### config.mk
export PLATFORM = sky130hd
export DESIGN_NAME = ccv_value_regs
export DESIGN_NICKNAME = d
export VERILOG_FILES = /design/src/ccv_pkg.sv /design/src/ccv_sfr_if.sv /design/src/ccv_sfr_decode.sv /design/src/ccv_comparator.sv /design/src/ccv_value_regs.sv
export SDC_FILE = /design/constraint.sdc
export NUM_CORES = 1
export LEC_CHECK = 0
export ABC_CLOCK_PERIOD_IN_PS = 3000
export BUFFER_PORTS_ARGS = -buffer_cell sky130_fd_sc_hd__buf_4
export CAP_MARGIN = 20
export CORE_ASPECT_RATIO = 0.8
export CORE_MARGIN = 2
export CORE_UTILIZATION = 30
export CTS_BUF_LIST = sky130_fd_sc_hd__clkbuf_8
export CTS_CLUSTER_DIAMETER = 150
export DETAILED_ROUTE_END_ITERATION = 10
export PLACE_DENSITY = 0.49
export SYNTH_ARGS = -nofsm -noshare
export SYNTH_HDL_FRONTEND = slang
export SYNTH_SLANG_ARGS = --single-unit
### constraint.sdc
create_clock -name clock -period 3 [get_ports clock]
set_clock_uncertainty 0.1 [all_clocks]
set_input_delay 0.3 -clock clock [delete_from_list [all_inputs] [get_ports clock]]
set_output_delay 0.3 -clock clock [all_outputs]
set_load 0.005 [all_outputs]
### src/ccv_pkg.sv
/*
 * Constants, field layout and state type for the capture/compare value
 * registers of the five-module programmable counter array.
 * Assumes an 8-bit special function register bus and one system clock.
 */
package ccv_pkg;

	// ----------------------------------------
	// Sizes
	// ----------------------------------------
	localparam int MOD_COUNT = 5;
	localparam int IDX_W     = 3;
	localparam int BYTE_W    = 8;
	localparam int VALUE_W   = 16;

	// ----------------------------------------
	// Register addresses, indexed by module
	// ----------------------------------------
	localparam logic [MOD_COUNT-1:0][7:0] ADDR_LOW  = {8'hfd, 8'hed, 8'heb, 8'he9, 8'hfb};
	localparam logic [MOD_COUNT-1:0][7:0] ADDR_HIGH = {8'hfe, 8'hee, 8'hec, 8'hea, 8'hfc};

	// ----------------------------------------
	// Fields and reset values
	// ----------------------------------------
	localparam int          LOW_LSB     = 0;
	localparam int          HIGH_LSB    = 8;
	localparam int          CMP_EN_BIT  = 6;
	localparam logic [7:0]  BYTE_RESET  = 8'h00;
	localparam logic [7:0]  IDLE_READ   = 8'h00;
	localparam int          READ_CYCLES = 1;

	typedef struct packed {
		logic [MOD_COUNT-1:0][VALUE_W-1:0] value;
		logic [MOD_COUNT-1:0]              cmpEn;
		logic [BYTE_W-1:0]                 rdData;
	} ccv_state_t;

	typedef struct packed {
		logic match;
	} ccv_cmp_state_t;

endpackage : ccv_pkg

### src/ccv_sfr_if.sv
/*
 * Decoded register-bus view shared between the value register core and
 * its address decoder. Assumes both ends run on the same clock.
 */
`timescale 1ns/100ps
interface ccv_sfr_if;
	import ccv_pkg::*;
	logic [7:0]       addr;
	logic             write;
	logic             read;
	logic             hit;
	logic             isHigh;
	logic [IDX_W-1:0] idx;

	modport decoder (input addr, input write, input read, output hit, output isHigh, output idx);
	modport core (output addr, output write, output read, input hit, input isHigh, input idx);
endinterface : ccv_sfr_if

### src/ccv_sfr_decode.sv
/*
 * Address decoder: maps a register address onto module index and byte.
 * Assumes the address is stable in the cycle of its strobe.
 */
`timescale 1ns/100ps
module ccv_sfr_decode
	import ccv_pkg::*;
(
	ccv_sfr_if.decoder bus
);

	// ----------------------------------------
	// Lookup
	// ----------------------------------------
	// Returns {hit, isHigh, idx}; misses decode to module 0, low byte
	function automatic logic [IDX_W+1:0] lookup(input logic [7:0] a);
		logic [IDX_W+1:0] r;
		r = '0;
		for (int i = 0; i < MOD_COUNT; i++) begin
			if (a == ADDR_LOW[i]) begin
				r = {1'b1, 1'b0, IDX_W'(i)};
			end else if (a == ADDR_HIGH[i]) begin
				r = {1'b1, 1'b1, IDX_W'(i)};
			end
		end
		return r;
	endfunction : lookup

	always_comb begin
		{bus.hit, bus.isHigh, bus.idx} = lookup(bus.addr);
	end

endmodule : ccv_sfr_decode

### src/ccv_comparator.sv
/*
 * One module's comparator: flags a match of counter and stored value.
 * Assumes the counter comes from logic on the same clock.
 */
`timescale 1ns/100ps
module ccv_comparator
	import ccv_pkg::*;
(
	input  wire logic               clock,
	input  wire logic               rst,
	input  wire logic               enable,
	input  wire logic [VALUE_W-1:0] counter,
	input  wire logic [VALUE_W-1:0] value,
	output logic                    match
);

	ccv_cmp_state_t s;
	ccv_cmp_state_t next_s;

	// ----------------------------------------
	// Compare
	// ----------------------------------------
	always_comb begin
		next_s       = s;
		next_s.match = enable && (counter == value);
	end

	always_ff @(posedge clock) begin
		if (rst) begin
			s <= '0;
		end else begin
			s <= next_s;
		end
	end

	assign match = s.match;

endmodule : ccv_comparator

### src/ccv_value_regs.sv
/*
 * Capture/compare value registers of the five counter-array modules,
 * their compare enable bits and comparators.
 * Assumes the processor register bus gives one address, a write strobe
 * and a read strobe per cycle, and that the mode registers live outside
 * this block and report their writes on modeWrite/modeWrData.
 */
`timescale 1ns/100ps
module ccv_value_regs
	import ccv_pkg::*;
(
	input  wire logic                              clock,
	input  wire logic                              rst,
	input  wire logic [7:0]                        sfrAddr,
	input  wire logic                              sfrWrite,
	input  wire logic                              sfrRead,
	input  wire logic [BYTE_W-1:0]                 sfrWrData,
	output logic      [BYTE_W-1:0]                 sfrRdData,
	input  wire logic [MOD_COUNT-1:0]              modeWrite,
	input  wire logic [BYTE_W-1:0]                 modeWrData,
	input  wire logic [VALUE_W-1:0]                counter,
	output logic      [MOD_COUNT-1:0]              compareEnable,
	output logic      [MOD_COUNT-1:0][VALUE_W-1:0] moduleValue,
	output logic      [MOD_COUNT-1:0]              compareMatch
);

	ccv_state_t s;
	ccv_state_t next_s;
	ccv_sfr_if  bus ();

	// ----------------------------------------
	// Address decode
	// ----------------------------------------
	assign bus.addr  = sfrAddr;
	assign bus.write = sfrWrite;
	assign bus.read  = sfrRead;

	ccv_sfr_decode u_decode (
		.bus (bus)
	);

	logic lowWr;
	logic highWr;
	logic anyRd;

	assign lowWr  = bus.write && bus.hit && !bus.isHigh;
	assign highWr = bus.write && bus.hit && bus.isHigh;
	assign anyRd  = bus.read && bus.hit;

	// ----------------------------------------
	// Register update
	// ----------------------------------------
	// Mode register writes come first so a value write in the same cycle
	// decides the enable; on one shared bus they never truly coincide.
	always_comb begin
		next_s        = s;
		next_s.rdData = IDLE_READ;
		for (int i = 0; i < MOD_COUNT; i++) begin
			if (modeWrite[i]) begin
				next_s.cmpEn[i] = modeWrData[CMP_EN_BIT];
			end
		end
		if (lowWr) begin
			next_s.value[bus.idx][LOW_LSB +: BYTE_W] = sfrWrData;
			next_s.cmpEn[bus.idx]                    = 1'b0;
		end else if (highWr) begin
			next_s.value[bus.idx][HIGH_LSB +: BYTE_W] = sfrWrData;
			next_s.cmpEn[bus.idx]                     = 1'b1;
		end
		// Unmapped reads return zero rather than holding stale data
		if (anyRd) begin
			if (bus.isHigh) begin
				next_s.rdData = s.value[bus.idx][HIGH_LSB +: BYTE_W];
			end else begin
				next_s.rdData = s.value[bus.idx][LOW_LSB +: BYTE_W];
			end
		end
	end

	always_ff @(posedge clock) begin
		if (rst) begin
			s <= '0;
		end else begin
			s <= next_s;
		end
	end

	assign sfrRdData     = s.rdData;
	assign compareEnable = s.cmpEn;
	assign moduleValue   = s.value;

	// ----------------------------------------
	// Comparators
	// ----------------------------------------
	// Low byte first suspends the compare until the high byte lands or a mode
	// write sets CMP_EN_BIT; only such a mode write lets a half-updated value match.
	generate
		for (genvar g = 0; g < MOD_COUNT; g++) begin : g_cmp
			ccv_comparator u_cmp (
				.clock   (clock),
				.rst     (rst),
				.enable  (s.cmpEn[g]),
				.counter (counter),
				.value   (s.value[g]),
				.match   (compareMatch[g])
			);
		end
	endgenerate

	generate
		for (genvar k = 0; k < MOD_COUNT; k++) begin : g_chk

		end
	endgenerate
endmodule : ccv_value_regs

After elaboration in Yosys (flattened, before gate mapping)

Index checks and enable logic that the tools add are counted.

Bits in registers: 98
Output and inout bits: 98
Input bits: 49
Logic and storage cells: 74

Mux-type cells: 28
Bitwise logic cells: 4
Magnitude comparators: 2
Reduce and logical (&&, ||, !) cells: 13
Eq/ne operators: 15

Operator list:

| operator                                                           | count |
|---|---|
| 2-to-1 mux 85 bit                                                  | 2 |
| bitwise mux 80 bit                                                 | 2 |
| demux 16 bit (select 3 bit)                                        | 2 |
| equality test 16 bit                                               | 5 |
| equality test 8 bit (second input constant)                        | 10 |
| 2-to-1 mux 5 bit                                                   | 10 |
| binary-select mux 16 bit (select 3 bit)                            | 1 |
| 2-to-1 mux 16 bit                                                  | 2 |
| 2-to-1 mux 8 bit                                                   | 2 |
| logical AND 1 bit                                                  | 10 |
| 2-to-1 mux 1 bit                                                   | 6 |
| bitwise AND 5 bit                                                  | 1 |
| inverter 5 bit                                                     | 1 |
| OR 5 bit                                                           | 1 |
| less-than comparator 3 x 4 -> 1 bit (second input constant)        | 1 |
| demux 1 bit (select 3 bit)                                         | 1 |
| greater-or-equal comparator 3 x 1 -> 1 bit (second input constant) | 1 |
| nonzero test 2 bit                                                 | 1 |
| OR reduction 2 bit                                                 | 1 |
| logical NOT 1 bit                                                  | 1 |
| inverter 1 bit                                                     | 1 |

Depth between registers and ports, before layout

Gate-level depths: netlist (run 1).

Depth after elaboration: 18
Mapped depth: 8
Gate-level depth less buffers: 5

Hierarchy

A second synthesis (run 1) with hierarchy kept.

Cell total of the unflattened synthesis: 553
Area, all modules: 5240.0 um2

By module, submodules not included:

| module         | instances | sequential area each (um2) | area each (um2) | cells an instance |
|---|---|---|---|---|
| ccv_value_regs | 1         | 1861.8                     | 4126.5          | 423 |
| ccv_comparator | 5         | 20.0                       | 205.2           | 23 |
| ccv_sfr_decode | 1         | 0.0                        | 87.6            | 15 |

Worst setup path before layout (run 1)

OpenSTA, ideal clock, no wires.

Kind: input to register
From: input sfrAddr[0]
To: register s, in the netlist moduleValue[40]
Arrival: 1630 ps
Cell stages on the path: 6
Path buffers: 1
Slack: 1143 ps
Data required time: 2772 ps
Cell sequence: buf_6 -> or3b_4 -> a211oi_4 -> nand3_2 -> mux2i_1 -> nor2_1

Cells in the longest elaborated chain, start to end: 17

Ends and longest elaborated chain:

| what                                                                                                                           | line                 | RTL |
|---|---|---|
| start: declaration                                                                                                             | ccv_value_regs.sv:14 | `input wire logic [7:0] sfrAddr,` |
| equality test 8 bit                                                                                                            | ccv_sfr_decode.sv:20 | `if (a == ADDR_LOW[i]) begin` |
| 2-to-1 mux 5 bit                                                                                                               | ccv_sfr_decode.sv:20 |  |
| 2-to-1 mux 5 bit                                                                                                               | ccv_sfr_decode.sv:22 | `end else if (a == ADDR_HIGH[i]) begin` |
| 2-to-1 mux 5 bit                                                                                                               | ccv_sfr_decode.sv:20 |  |
| 2-to-1 mux 5 bit                                                                                                               | ccv_sfr_decode.sv:22 |  |
| 2-to-1 mux 5 bit                                                                                                               | ccv_sfr_decode.sv:20 |  |
| 2-to-1 mux 5 bit                                                                                                               | ccv_sfr_decode.sv:22 |  |
| 2-to-1 mux 5 bit                                                                                                               | ccv_sfr_decode.sv:20 |  |
| 2-to-1 mux 5 bit                                                                                                               | ccv_sfr_decode.sv:22 |  |
| 2-to-1 mux 5 bit *                                                                                                             | ccv_sfr_decode.sv:20 |  |
| less-than comparator 3 x 4 -> 1 bit (implied by the code) / greater-or-equal comparator 3 x 1 -> 1 bit (equally long branches) | ccv_value_regs.sv:67 | `next_s.value[bus.idx][HIGH_LSB +: BYTE_W] = sfrWrData;` |
| logical AND 1 bit (implied by the code)                                                                                        | ccv_value_regs.sv:67 |  |
| 2-to-1 mux 16 bit (implied by the code)                                                                                        | ccv_value_regs.sv:67 |  |
| demux 16 bit (select 3 bit)                                                                                                    | ccv_value_regs.sv:67 |  |
| bitwise mux 80 bit                                                                                                             | ccv_value_regs.sv:67 |  |
| 2-to-1 mux 85 bit                                                                                                              | ccv_value_regs.sv:66 | `end else if (highWr) begin` |
| 2-to-1 mux 85 bit                                                                                                              | ccv_value_regs.sv:63 | `if (lowWr) begin` |
| end signal: assignment                                                                                                         | ccv_value_regs.sv:84 | `s <= next_s;` |
| end: declaration                                                                                                               | ccv_value_regs.sv:27 | `ccv_state_t s;` |

Every way passes the cells marked *; elsewhere a longest branch is shown, timed or not. The select of a mux whose other input is x is not followed.
A chain may end at the register's enable or synchronous reset.

Worst setup path in the final report (run 1)

From: input sfrAddr[0]
To: register s, in the netlist sfrRdData[5]

Cells in the longest elaborated chain, start to end: 14

Ends and longest elaborated chain:

| what                                                                            | line |
|---|---|
| equality test 8 bit                                                             | ccv_sfr_decode.sv:22 |
| 2-to-1 mux 5 bit                                                                | ccv_sfr_decode.sv:22 |
| 2-to-1 mux 5 bit                                                                | ccv_sfr_decode.sv:20 |
| 2-to-1 mux 5 bit                                                                | ccv_sfr_decode.sv:22 |
| 2-to-1 mux 5 bit                                                                | ccv_sfr_decode.sv:20 |
| 2-to-1 mux 5 bit                                                                | ccv_sfr_decode.sv:22 |
| 2-to-1 mux 5 bit                                                                | ccv_sfr_decode.sv:20 |
| 2-to-1 mux 5 bit                                                                | ccv_sfr_decode.sv:22 |
| 2-to-1 mux 5 bit                                                                | ccv_sfr_decode.sv:20 |
| 2-to-1 mux 5 bit                                                                | ccv_sfr_decode.sv:22 |
| 2-to-1 mux 5 bit *                                                              | ccv_sfr_decode.sv:20 |
| branches (longest 3 deep; another with binary-select mux 16 bit (select 3 bit)) | n/a |

Every way passes the cells marked *. The select of a mux whose other input is x is not followed.

==> report_table.html, run 1 <==
<table>
<tr><th>Metric</th><th>Value</th></tr>
<tr><th colspan="2">Power</th></tr>
<tr><td>Power per Cell Area</td><td>387 nW/um2</td></tr>
<tr><td>Max IR drop VDD</td><td>0.276 mV</td></tr>
<tr><td>Static leakage</td><td>3.24 nW</td></tr>
<tr><td>Overall power consumption</td><td>2.65 mW</td></tr>
<tr><th colspan="2">CTS</th></tr>
<tr><td>H-tree Lvls</td><td>3</td></tr>
<tr><td>Total of cells resized after clock tree synthesis</td><td>0</td></tr>
<tr><td>TritonCTS clock tree</td><td>built</td></tr>
<tr><td>Clk_lat worst skew</td><td>0.39 ns</td></tr>
<tr><td>Clock transition at the registers of the reported paths</td><td>0.10 ns</td></tr>
<tr><td>Hold_buf cts</td><td>0</td></tr>
<tr><td>Number of clock sinks seen by CTS</td><td>98</td></tr>
<tr><td>Number of clock buffers inserted by TritonCTS</td><td>9</td></tr>
<tr><td>Root Buffer Master</td><td>sky130_fd_sc_hd__clkbuf_8</td></tr>
<tr><td>Post-CTS Setup Bufs</td><td>0</td></tr>
<tr><td>Largest buffer count on any clock path</td><td>2</td></tr>
<tr><th colspan="2">Yosys</th></tr>
<tr><td>Share of synthesized cell area in full adder, half adder and majority cells</td><td>0%</td></tr>
<tr><td>Number of synthesized flops with an enable pin</td><td>0</td></tr>
<tr><td>Cell area after technology mapping</td><td>5530 um2</td></tr>
<tr><td>Mean instance size in the synthesized netlist</td><td>8.53 um2</td></tr>
<tr><td>Mux contribution to synthesized area</td><td>13.9%</td></tr>
<tr><td>Share of Yosys cell area claimed by the top area cell type</td><td>35.5%</td></tr>
<tr><td>Simple-Gate Fraction of Synth Area</td><td>20.1%</td></tr>
<tr><td>Count of state elements after synthesis</td><td>98</td></tr>
<tr><td>Synthesized instance count</td><td>648</td></tr>
<tr><td>Primary flip-flop cell chosen by synthesis mapping</td><td>sky130_fd_sc_hd__dfxtp_1</td></tr>
<tr><td>Post-Synthesis Net Count</td><td>697</td></tr>
<tr><td>Xor/xnor cell area share of the yosys netlist</td><td>12.8%</td></tr>
<tr><td>Count of warnings emitted by yosys</td><td>0</td></tr>
<tr><td>Synth cell types</td><td>48</td></tr>
<tr><td>Synth top area cells</td><td>sky130_fd_sc_hd__dfxtp_1 (35%), sky130_fd_sc_hd__mux2i_1 (13%), sky130_fd_sc_hd__xor2_1 (7.1%), sky130_fd_sc_hd__xnor2_1 (5.7%), sky130_fd_sc_hd__nor2_1 (5.2%)</td></tr>
<tr><td>Yosys top cell by area</td><td>sky130_fd_sc_hd__dfxtp_1</td></tr>
<tr><td>Share of synthesized flip-flops with an asynchronous set or reset</td><td>0%</td></tr>
<tr><td>Synth Area in Compound Gates</td><td>11.1%</td></tr>
<tr><td>Sequential cell area fraction in the yosys report</td><td>35.5%</td></tr>
<tr><td>Main combinational cell family by area after synthesis</td><td>simple AND/OR/NAND/NOR gates</td></tr>
<tr><th colspan="2">Finish</th></tr>
<tr><td>Ratio of cells with drive above 1 in the final layout</td><td>24.0%</td></tr>
<tr><td>Combined flip-flop and latch cell area</td><td>1960 um2</td></tr>
<tr><td>Area overhead of the layout relative to synthesis</td><td>23.8%</td></tr>
<tr><td>Diode count</td><td>0</td></tr>
<tr><td>Final layout net count</td><td>787</td></tr>
<tr><td>Most frequent standard cell in the layout excluding fill and tap cells</td><td>sky130_fd_sc_hd__buf_4</td></tr>
<tr><td>Footprint of the multi-input gates</td><td>3200 um2</td></tr>
<tr><td>Layout fillers</td><td>1896</td></tr>
<tr><td>Commonest non-fill, non-tap cells in the layout</td><td>sky130_fd_sc_hd__buf_4 (152), sky130_fd_sc_hd__dfxtp_1 (98), sky130_fd_sc_hd__nor2_1 (76)</td></tr>
<tr><th colspan="2">STA</th></tr>
<tr><td>Unrepaired setup endpoints after global routing</td><td>no</td></tr>
<tr><td>Final count of hold timing violations</td><td>0</td></tr>
<tr><td>Slew of the pin with the lowest slew margin</td><td>0.785 ns</td></tr>
<tr><td>Period minus WS final</td><td>2.28 ns</td></tr>
<tr><td>Final-layout worst hold slack</td><td>0.127 ns</td></tr>
<tr><td>Final period util</td><td>76.0%</td></tr>
<tr><td>Final number of setup-violating endpoints</td><td>0</td></tr>
<tr><td>Worst slew margin relative to its limit</td><td>46.3%</td></tr>
<tr><td>Final sum of negative setup slack</td><td>0 ns</td></tr>
<tr><td>Fmax</td><td>439 MHz</td></tr>
<tr><td>Max-slew violations</td><td>0</td></tr>
<tr><th colspan="2">Critical path</th></tr>
<tr><td>Worst Setup Start Kind</td><td>input port</td></tr>
<tr><td>Delay of the slowest cell on the worst path</td><td>0.73 ns</td></tr>
<tr><td>Critical path data arrival time</td><td>2.43 ns</td></tr>
<tr><td>Critical path, cell by cell</td><td>buf_4 &gt; xor2_1 &gt; and3_1 &gt; a22o_1 &gt; a2111oi_0 &gt; buf_4 &gt; o21ai_0</td></tr>
<tr><td>Critical path required time</td><td>3.15 ns</td></tr>
<tr><td>CP dominant cell by count</td><td>sky130_fd_sc_hd__buf_4</td></tr>
<tr><td>Critical setup path kind</td><td>input port to flip-flop</td></tr>
<tr><td>Peak fanout along the critical path</td><td>22</td></tr>
<tr><td>Slowest CP cell</td><td>sky130_fd_sc_hd__a2111oi_0</td></tr>
<tr><td>Type of destination of the critical path</td><td>flip-flop</td></tr>
<tr><th colspan="2">Placement</th></tr>
<tr><td>Final Wtd Congestion</td><td>0.864</td></tr>
<tr><td>Dpl hpwl</td><td>16700 um</td></tr>
<tr><td>PortBufs</td><td>139</td></tr>
<tr><th colspan="2">Die</th></tr>
<tr><td>Number of top-level pins</td><td>147</td></tr>
<tr><td>Initial standard-cell utilization of the core</td><td>30.5%</td></tr>
<tr><td>Core footprint</td><td>18100 um2</td></tr>
<tr><td>Width of the die</td><td>156 um</td></tr>
<tr><td>Die outline area</td><td>19500 um2</td></tr>
<tr><td>Die outline height</td><td>125 um</td></tr>
<tr><td>Std-Cell Rows</td><td>44</td></tr>
<tr><th colspan="2">Global route</th></tr>
<tr><td>Global route total overflow</td><td>0</td></tr>
<tr><td>Pin count of the biggest net entering global routing</td><td>62</td></tr>
<tr><td>First-pass GRT wire length</td><td>32900 um</td></tr>
<tr><td>Via count of the first global-routing pass</td><td>5024</td></tr>
<tr><td>Total routing usage reported by global routing</td><td>22.8%</td></tr>
<tr><td>Initial antenna violation count</td><td>0</td></tr>
<tr><th colspan="2">Worst hold path</th></tr>
<tr><td>Hold Path Class</td><td>input port to flip-flop</td></tr>
<tr><th colspan="2">Route</th></tr>
<tr><td>Detailed-route DRC error count</td><td>0</td></tr>
<tr><td>First DRT Iteration DRCs</td><td>381</td></tr>
<tr><td>Final antenna-violating net count</td><td>0</td></tr>
<tr><td>Pre-Repair DR Iteration Count</td><td>7</td></tr>
<tr><td>Wire length per cell after detailed routing</td><td>23.0 um</td></tr>
<tr><td>Routed via count</td><td>5309</td></tr>
<tr><td>Number of vias per cell after detailed routing</td><td>5.46</td></tr>
<tr><td>Total wire length</td><td>22400 um</td></tr>
<tr><th colspan="2">Flow run</th></tr>
<tr><td>Max capacitance violation total</td><td>0</td></tr>
<tr><th colspan="2">Run status</th></tr>
<tr><td>Outcome</td><td>complete, no violations</td></tr>
</table>
layer usage:
layer  GRT usage (%)  vias to the layer above  part of all wire (%)
li1                -                     2441                     -
met1            35.7                     2606                    50
met2            32.1                      248                    41
met3            4.71                       14                   8.0
met4            3.99                        0                  0.88
met5               0                        -                     0
area by class of cell:
cell class / count / share of cell area, %
Sequential cell: 98 / 28.7
Multi-Input combinational cell: 473 / 46.7
Clock buffer: 10 / 2.01
Tap cell: 230 / 4.20
Inverter: 4 / 0.219
Timing Repair Buffer: 152 / 16.7
Clock inverter: 5 / 1.50
synthesized netlist by cell type (all sizes together) (3+ instances only):
cell	count
nand3	25
mux2	4
o31ai	3
and4	3
nor2	76
nand2	58
a2111oi	4
o21ai	17
clkbuf	41
a311o	3
mux2i	72
nor3	3
nor4	13
nor4b	3
and3	3
and4b	6
nand4	23
a22o	6
o32ai	4
a21oi	32
a221oi	5
buf	32
inv	4
xor2	45
a211oi	7
a31oi	6
xnor2	36
dfxtp	98
final timing paths:
check / from / slack (ns) / endpoint / depth (start not counted)
worst max-delay path: sfrAddr[0] / 0.72 / sfrRdData[5]$_SDFF_PP0_ / 7
worst min-delay path: modeWrite[1] / 0.13 / compareEnable[1]$_SDFF_PP0_ / 3
worst max register to register: moduleValue[45]$_SDFFE_PP0P_ / 0.85 / sfrRdData[5]$_SDFF_PP0_ / 6
worst min register to register: moduleValue[68]$_SDFFE_PP0P_ / 0.43 / moduleValue[68]$_SDFFE_PP0P_ / 2
cell families (layout without fill, tap and decap cells):
logic type,Yosys count,in the layout
simple gates,224,224
buf+inv,77,171
xor+xnor,81,81
compound gates,92,92
flops,98,98
mux,76,76
flip-flops by register name, summed over array words and instances (netlist names):
signal             flops
sfrRdData              8
compareEnable          5
moduleValue           80
g_cmp.u_cmp.match      5
metrics by stage:
| stage | cell area [um2] | instances | setup slack (ns) | util [%] |
|---|---|---|---|---|
| 3_5_place_dp | 6600 | 957 | 0.374 | 36.5 |
| 3_3_place_gp | 6600 | 957 | 0.362 | 36.5 |
| 2_1_floorplan | 5530 | 648 | 1.14 | - |
| 5_1_grt | 6840 | 972 | 0.606 | 37.8 |
| 4_1_cts | 6840 | 972 | 0.790 | 37.8 |
| 6_report | 6840 | 972 | 0.720 | 37.8 |
critical path, delay by kind of cell:
family,cells,cell delay (ns)
XOR/XNOR,1,0.19
AO/OA/AOI/OAI,3,1.15
buffers and inverters,2,0.41
AND/OR/NAND/NOR,1,0.37
power breakdown:
part           switching, mW  internal (mW)  total [mW]
logic                  0.183         0.0978       0.281
clock network          0.486          0.571        1.06
registers            0.00718           1.31        1.31
No activity file was read; power rests on OpenSTA's default activity.
==> run 2: changes to the inputs <==
--- a/config.mk
+++ b/config.mk
@@ -5,7 +5,7 @@
 export SDC_FILE = /design/constraint.sdc
 export NUM_CORES = 1
 export LEC_CHECK = 0
-export ABC_CLOCK_PERIOD_IN_PS = 3000
+export ABC_CLOCK_PERIOD_IN_PS = 2000
 export BUFFER_PORTS_ARGS = -buffer_cell sky130_fd_sc_hd__buf_4
 export CAP_MARGIN = 20
 export CORE_ASPECT_RATIO = 0.8
@@ -14,7 +14,7 @@
 export CTS_BUF_LIST = sky130_fd_sc_hd__clkbuf_8
 export CTS_CLUSTER_DIAMETER = 150
 export DETAILED_ROUTE_END_ITERATION = 10
-export PLACE_DENSITY = 0.49
+export PLACE_DENSITY = 0.51
 export SYNTH_ARGS = -nofsm -noshare
 export SYNTH_HDL_FRONTEND = slang
 export SYNTH_SLANG_ARGS = --single-unit
==> constraint.sdc (replaced) <==
create_clock -name clock -period 2 [get_ports clock]
set_clock_uncertainty 0.1 [all_clocks]
set_input_delay 0.2 -clock clock [delete_from_list [all_inputs] [get_ports clock]]
set_output_delay 0.2 -clock clock [all_outputs]
set_load 0.005 [all_outputs]
==> run 2 against run 1 <==
Register-to-register slack lost 0.74 ns. Sequential cell count is the same. Hold slack lost 0.078 ns. Combinational power grew 68%. Routed wire length grew 5.3%. Sequential share of layout area shrank 1.7 points. Clock-buffer cell count grew 1. Via count grew 2.2%. Total power grew 44%. Cell count grew 5.5%. Critical path depth is the same.
==> report_table.html, run 2 (synthesized netlist as in run 1, its figures left out) <==
<table>
<tr><th>Metric</th><th>Value</th></tr>
<tr><th colspan="2">STA</th></tr>
<tr><td>Final number of setup-violating endpoints</td><td>0 (unchanged)</td></tr>
<tr><td>Final-layout worst hold slack</td><td>0.0486 ns (-0.0780 ns)</td></tr>
<tr><td>Final period util</td><td>98.1%</td></tr>
<tr><td>Fmax</td><td>509 MHz</td></tr>
<tr><td>Period minus WS final</td><td>1.96 ns</td></tr>
<tr><td>Unrepaired setup endpoints after global routing</td><td>no</td></tr>
<tr><td>Worst slew margin relative to its limit</td><td>44.1% (-2.2 points)</td></tr>
<tr><td>Max-slew violations</td><td>0 (unchanged)</td></tr>
<tr><td>Final sum of negative setup slack</td><td>0 ns (unchanged)</td></tr>
<tr><td>Final critical-path setup slack</td><td>0.0371 ns (-0.683 ns)</td></tr>
<tr><td>Final count of hold timing violations</td><td>0 (unchanged)</td></tr>
<tr><td>Slew of the pin with the lowest slew margin</td><td>0.817 ns (+0.0315 ns)</td></tr>
<tr><th colspan="2">Placement</th></tr>
<tr><td>PortBufs</td><td>139 (unchanged)</td></tr>
<tr><td>Cell Count Post-Placement</td><td>1009 (+5.4%)</td></tr>
<tr><td>Final Wtd Congestion</td><td>0.902 (+4.4%)</td></tr>
<tr><td>Cell area after placement</td><td>7070 um2 (+7.0%)</td></tr>
<tr><td>Worst-case setup slack after placement</td><td>-0.376 ns (-0.750 ns)</td></tr>
<tr><td>Dpl hpwl</td><td>18200 um (+9.4%)</td></tr>
<tr><th colspan="2">CTS</th></tr>
<tr><td>Largest buffer count on any clock path</td><td>2 (unchanged)</td></tr>
<tr><td>H-tree Lvls</td><td>3 (unchanged)</td></tr>
<tr><td>Number of clock sinks seen by CTS</td><td>98 (unchanged)</td></tr>
<tr><td>TritonCTS clock tree</td><td>built</td></tr>
<tr><td>Root Buffer Master</td><td>sky130_fd_sc_hd__clkbuf_8</td></tr>
<tr><td>Clk_lat worst skew</td><td>0.39 ns (about the same)</td></tr>
<tr><td>Clock transition at the registers of the reported paths</td><td>0.09 ns (about the same)</td></tr>
<tr><td>Number of clock buffers inserted by TritonCTS</td><td>9 (unchanged)</td></tr>
<tr><td>Post-CTS Setup Bufs</td><td>0 (unchanged)</td></tr>
<tr><th colspan="2">Worst hold path</th></tr>
<tr><td>Hold Path Class</td><td>input port to flip-flop</td></tr>
<tr><th colspan="2">Die</th></tr>
<tr><td>Width of the die</td><td>156 um (unchanged)</td></tr>
<tr><td>Number of top-level pins</td><td>147 (unchanged)</td></tr>
<tr><td>Die outline height</td><td>125 um (unchanged)</td></tr>
<tr><td>Die outline area</td><td>19500 um2 (unchanged)</td></tr>
<tr><td>Std-Cell Rows</td><td>44 (unchanged)</td></tr>
<tr><td>Core footprint</td><td>18100 um2 (unchanged)</td></tr>
<tr><td>Initial standard-cell utilization of the core</td><td>30.5% (unchanged)</td></tr>
<tr><th colspan="2">Power</th></tr>
<tr><td>Max IR drop VDD</td><td>0.288 mV (+4.3%)</td></tr>
<tr><td>Overall power consumption</td><td>3.81 mW (+44%)</td></tr>
<tr><td>Net switching power figure</td><td>1.03 mW (+52%)</td></tr>
<tr><td>Clock share of power</td><td>35.9% (-4.0 points)</td></tr>
<tr><td>Power per Cell Area</td><td>523 nW/um2 (+35%)</td></tr>
<tr><td>Cell-internal power</td><td>2.78 mW (+41%)</td></tr>
<tr><td>Sequential fraction of design power</td><td>51.7% (+2.2 points)</td></tr>
<tr><td>Switching power as a share of total power</td><td>27.0% (+1.5 points)</td></tr>
<tr><td>Share of power burned in combinational logic</td><td>12.4% (+1.8 points)</td></tr>
<tr><td>Static leakage</td><td>3.51 nW (+8.4%)</td></tr>
<tr><th colspan="2">Run status</th></tr>
<tr><td>Outcome</td><td>complete, no violations</td></tr>
<tr><th colspan="2">Global route</th></tr>
<tr><td>Initial antenna violation count</td><td>0 (unchanged)</td></tr>
<tr><td>Via count of the first global-routing pass</td><td>5252 (+4.5%)</td></tr>
<tr><td>Total routing usage reported by global routing</td><td>23.9% (+1.1 points)</td></tr>
<tr><td>First-pass GRT wire length</td><td>34200 um (+4.1%)</td></tr>
<tr><td>Pin count of the biggest net entering global routing</td><td>46 (-26%)</td></tr>
<tr><td>Global route total overflow</td><td>0 (unchanged)</td></tr>
<tr><th colspan="2">Critical path</th></tr>
<tr><td>Type of destination of the critical path</td><td>flip-flop</td></tr>
<tr><td>Worst Setup Start Kind</td><td>input port</td></tr>
<tr><td>Critical path data arrival time</td><td>2.11 ns (-0.32 ns)</td></tr>
<tr><td>Peak fanout along the critical path</td><td>10 (-55%)</td></tr>
<tr><td>Critical path required time</td><td>2.15 ns (-1.00 ns)</td></tr>
<tr><td>Critical setup path kind</td><td>input port to flip-flop</td></tr>
<tr><th colspan="2">Finish</th></tr>
<tr><td>Final layout net count</td><td>839 (+6.6%)</td></tr>
<tr><td>Final standard cell count with taps included and fillers excluded</td><td>1025 (+5.5%)</td></tr>
<tr><td>Ratio of cells with drive above 1 in the final layout</td><td>29.2% (+5.2 points)</td></tr>
<tr><td>Most frequent standard cell in the layout excluding fill and tap cells</td><td>sky130_fd_sc_hd__buf_4</td></tr>
<tr><td>Commonest non-fill, non-tap cells in the layout</td><td>sky130_fd_sc_hd__buf_4 (198), sky130_fd_sc_hd__dfxtp_1 (97), sky130_fd_sc_hd__nor2_1 (76)</td></tr>
<tr><td>Diode count</td><td>0 (unchanged)</td></tr>
<tr><td>Max FFs per register</td><td>80 (unchanged)</td></tr>
<tr><td>Cell area after layout</td><td>7280 um2 (+6.4%)</td></tr>
<tr><td>Layout Utilization</td><td>40.2% (+2.4 points)</td></tr>
<tr><td>Area overhead of the layout relative to synthesis</td><td>31.8%</td></tr>
<tr><th colspan="2">Route</th></tr>
<tr><td>Wire length per cell after detailed routing</td><td>23.0 um (-0.12%)</td></tr>
<tr><td>Number of vias per cell after detailed routing</td><td>5.29 (-3.1%)</td></tr>
<tr><td>Detailed-route DRC error count</td><td>0 (unchanged)</td></tr>
<tr><td>Final antenna-violating net count</td><td>0 (unchanged)</td></tr>
<tr><td>Total wire length</td><td>23600 um (+5.3%)</td></tr>
<tr><td>Pre-Repair DR Iteration Count</td><td>5 (-2)</td></tr>
<tr><td>First DRT Iteration DRCs</td><td>511 (+34%)</td></tr>
<tr><td>Routed via count</td><td>5425 (+2.2%)</td></tr>
<tr><th colspan="2">Flow run</th></tr>
<tr><td>Max capacitance violation total</td><td>0 (unchanged)</td></tr>
</table>
run 2: changes by cell type in the layout (fill, tap and decap cells not counted), sizes merged:
| cell | change |
|---|---|
| clkinvlp | +1 |
| clkbuf | +1 |
| buf | +52 |
| inv | +1 |
| bufinv | -2 |
run 2: repair_timing:
item,in CTS,in global routing
gates resized for setup,1,2
setup endpoints to repair,1,2
hold buffers,0,0
cloned,0,0
run 2: power groups by stage:
| stage | clock network, mW | registers [mW] | logic [mW] |
|---|---|---|---|
| 6_report | 1.36 | 1.97 | 0.473 |
| 3_5_place_dp | 0 | 2.01 | 0.464 |
| 4_1_cts | 1.42 | 1.97 | 0.466 |
| 2_1_floorplan | 0 | 2.01 | 0.248 |
| 5_1_grt | 1.48 | 1.97 | 0.497 |
| 3_3_place_gp | 0 | 2.01 | 0.463 |
run 2: layer usage:
metal | GRT usage [%] | share of wire, % | up-vias
li1 | - | - | 2542
met1 | 37.8 | 50 | 2570
met2 | 32.9 | 40 | 289
met3 | 5.23 | 9.3 | 24
met4 | 4.48 | 1.3 | 0
met5 | 0 | 0 | -
run 2: worst paths after layout:
| path | slack [ns] | end | cells after the start | from |
|---|---|---|---|---|
| setup / recovery | 0.04 | sfrRdData[4]$_SDFF_PP0_ | 7 | sfrAddr[0] |
| hold / removal | 0.05 | compareEnable[1]$_SDFF_PP0_ | 3 | modeWrite[1] |
| setup reg to reg | 0.11 | sfrRdData[4]$_SDFF_PP0_ | 5 | moduleValue[44]$_SDFFE_PP0P_ |
| hold reg to reg | 0.42 | moduleValue[66]$_SDFFE_PP0P_ | 2 | moduleValue[66]$_SDFFE_PP0P_ |
run 2: layout make-up:
type                    count  area [um2]
clock buffers              11         151
clock inverters             5        53.8
fillers                  1863       10800
inverters                   4        15.0
multi-input cells         473        3200
flip-flops and latches     98        1960
well taps                 230         288
repair buffers            204        1610
run 2: worst max-delay path, stage by stage:
cell,delay (ns)
sky130_fd_sc_hd__buf_4,0.15
sky130_fd_sc_hd__xor2_1,0.18
sky130_fd_sc_hd__and3_1,0.24
sky130_fd_sc_hd__buf_4,0.19
sky130_fd_sc_hd__a22o_1,0.25
sky130_fd_sc_hd__a2111oi_0,0.76
sky130_fd_sc_hd__o21ai_1,0.14
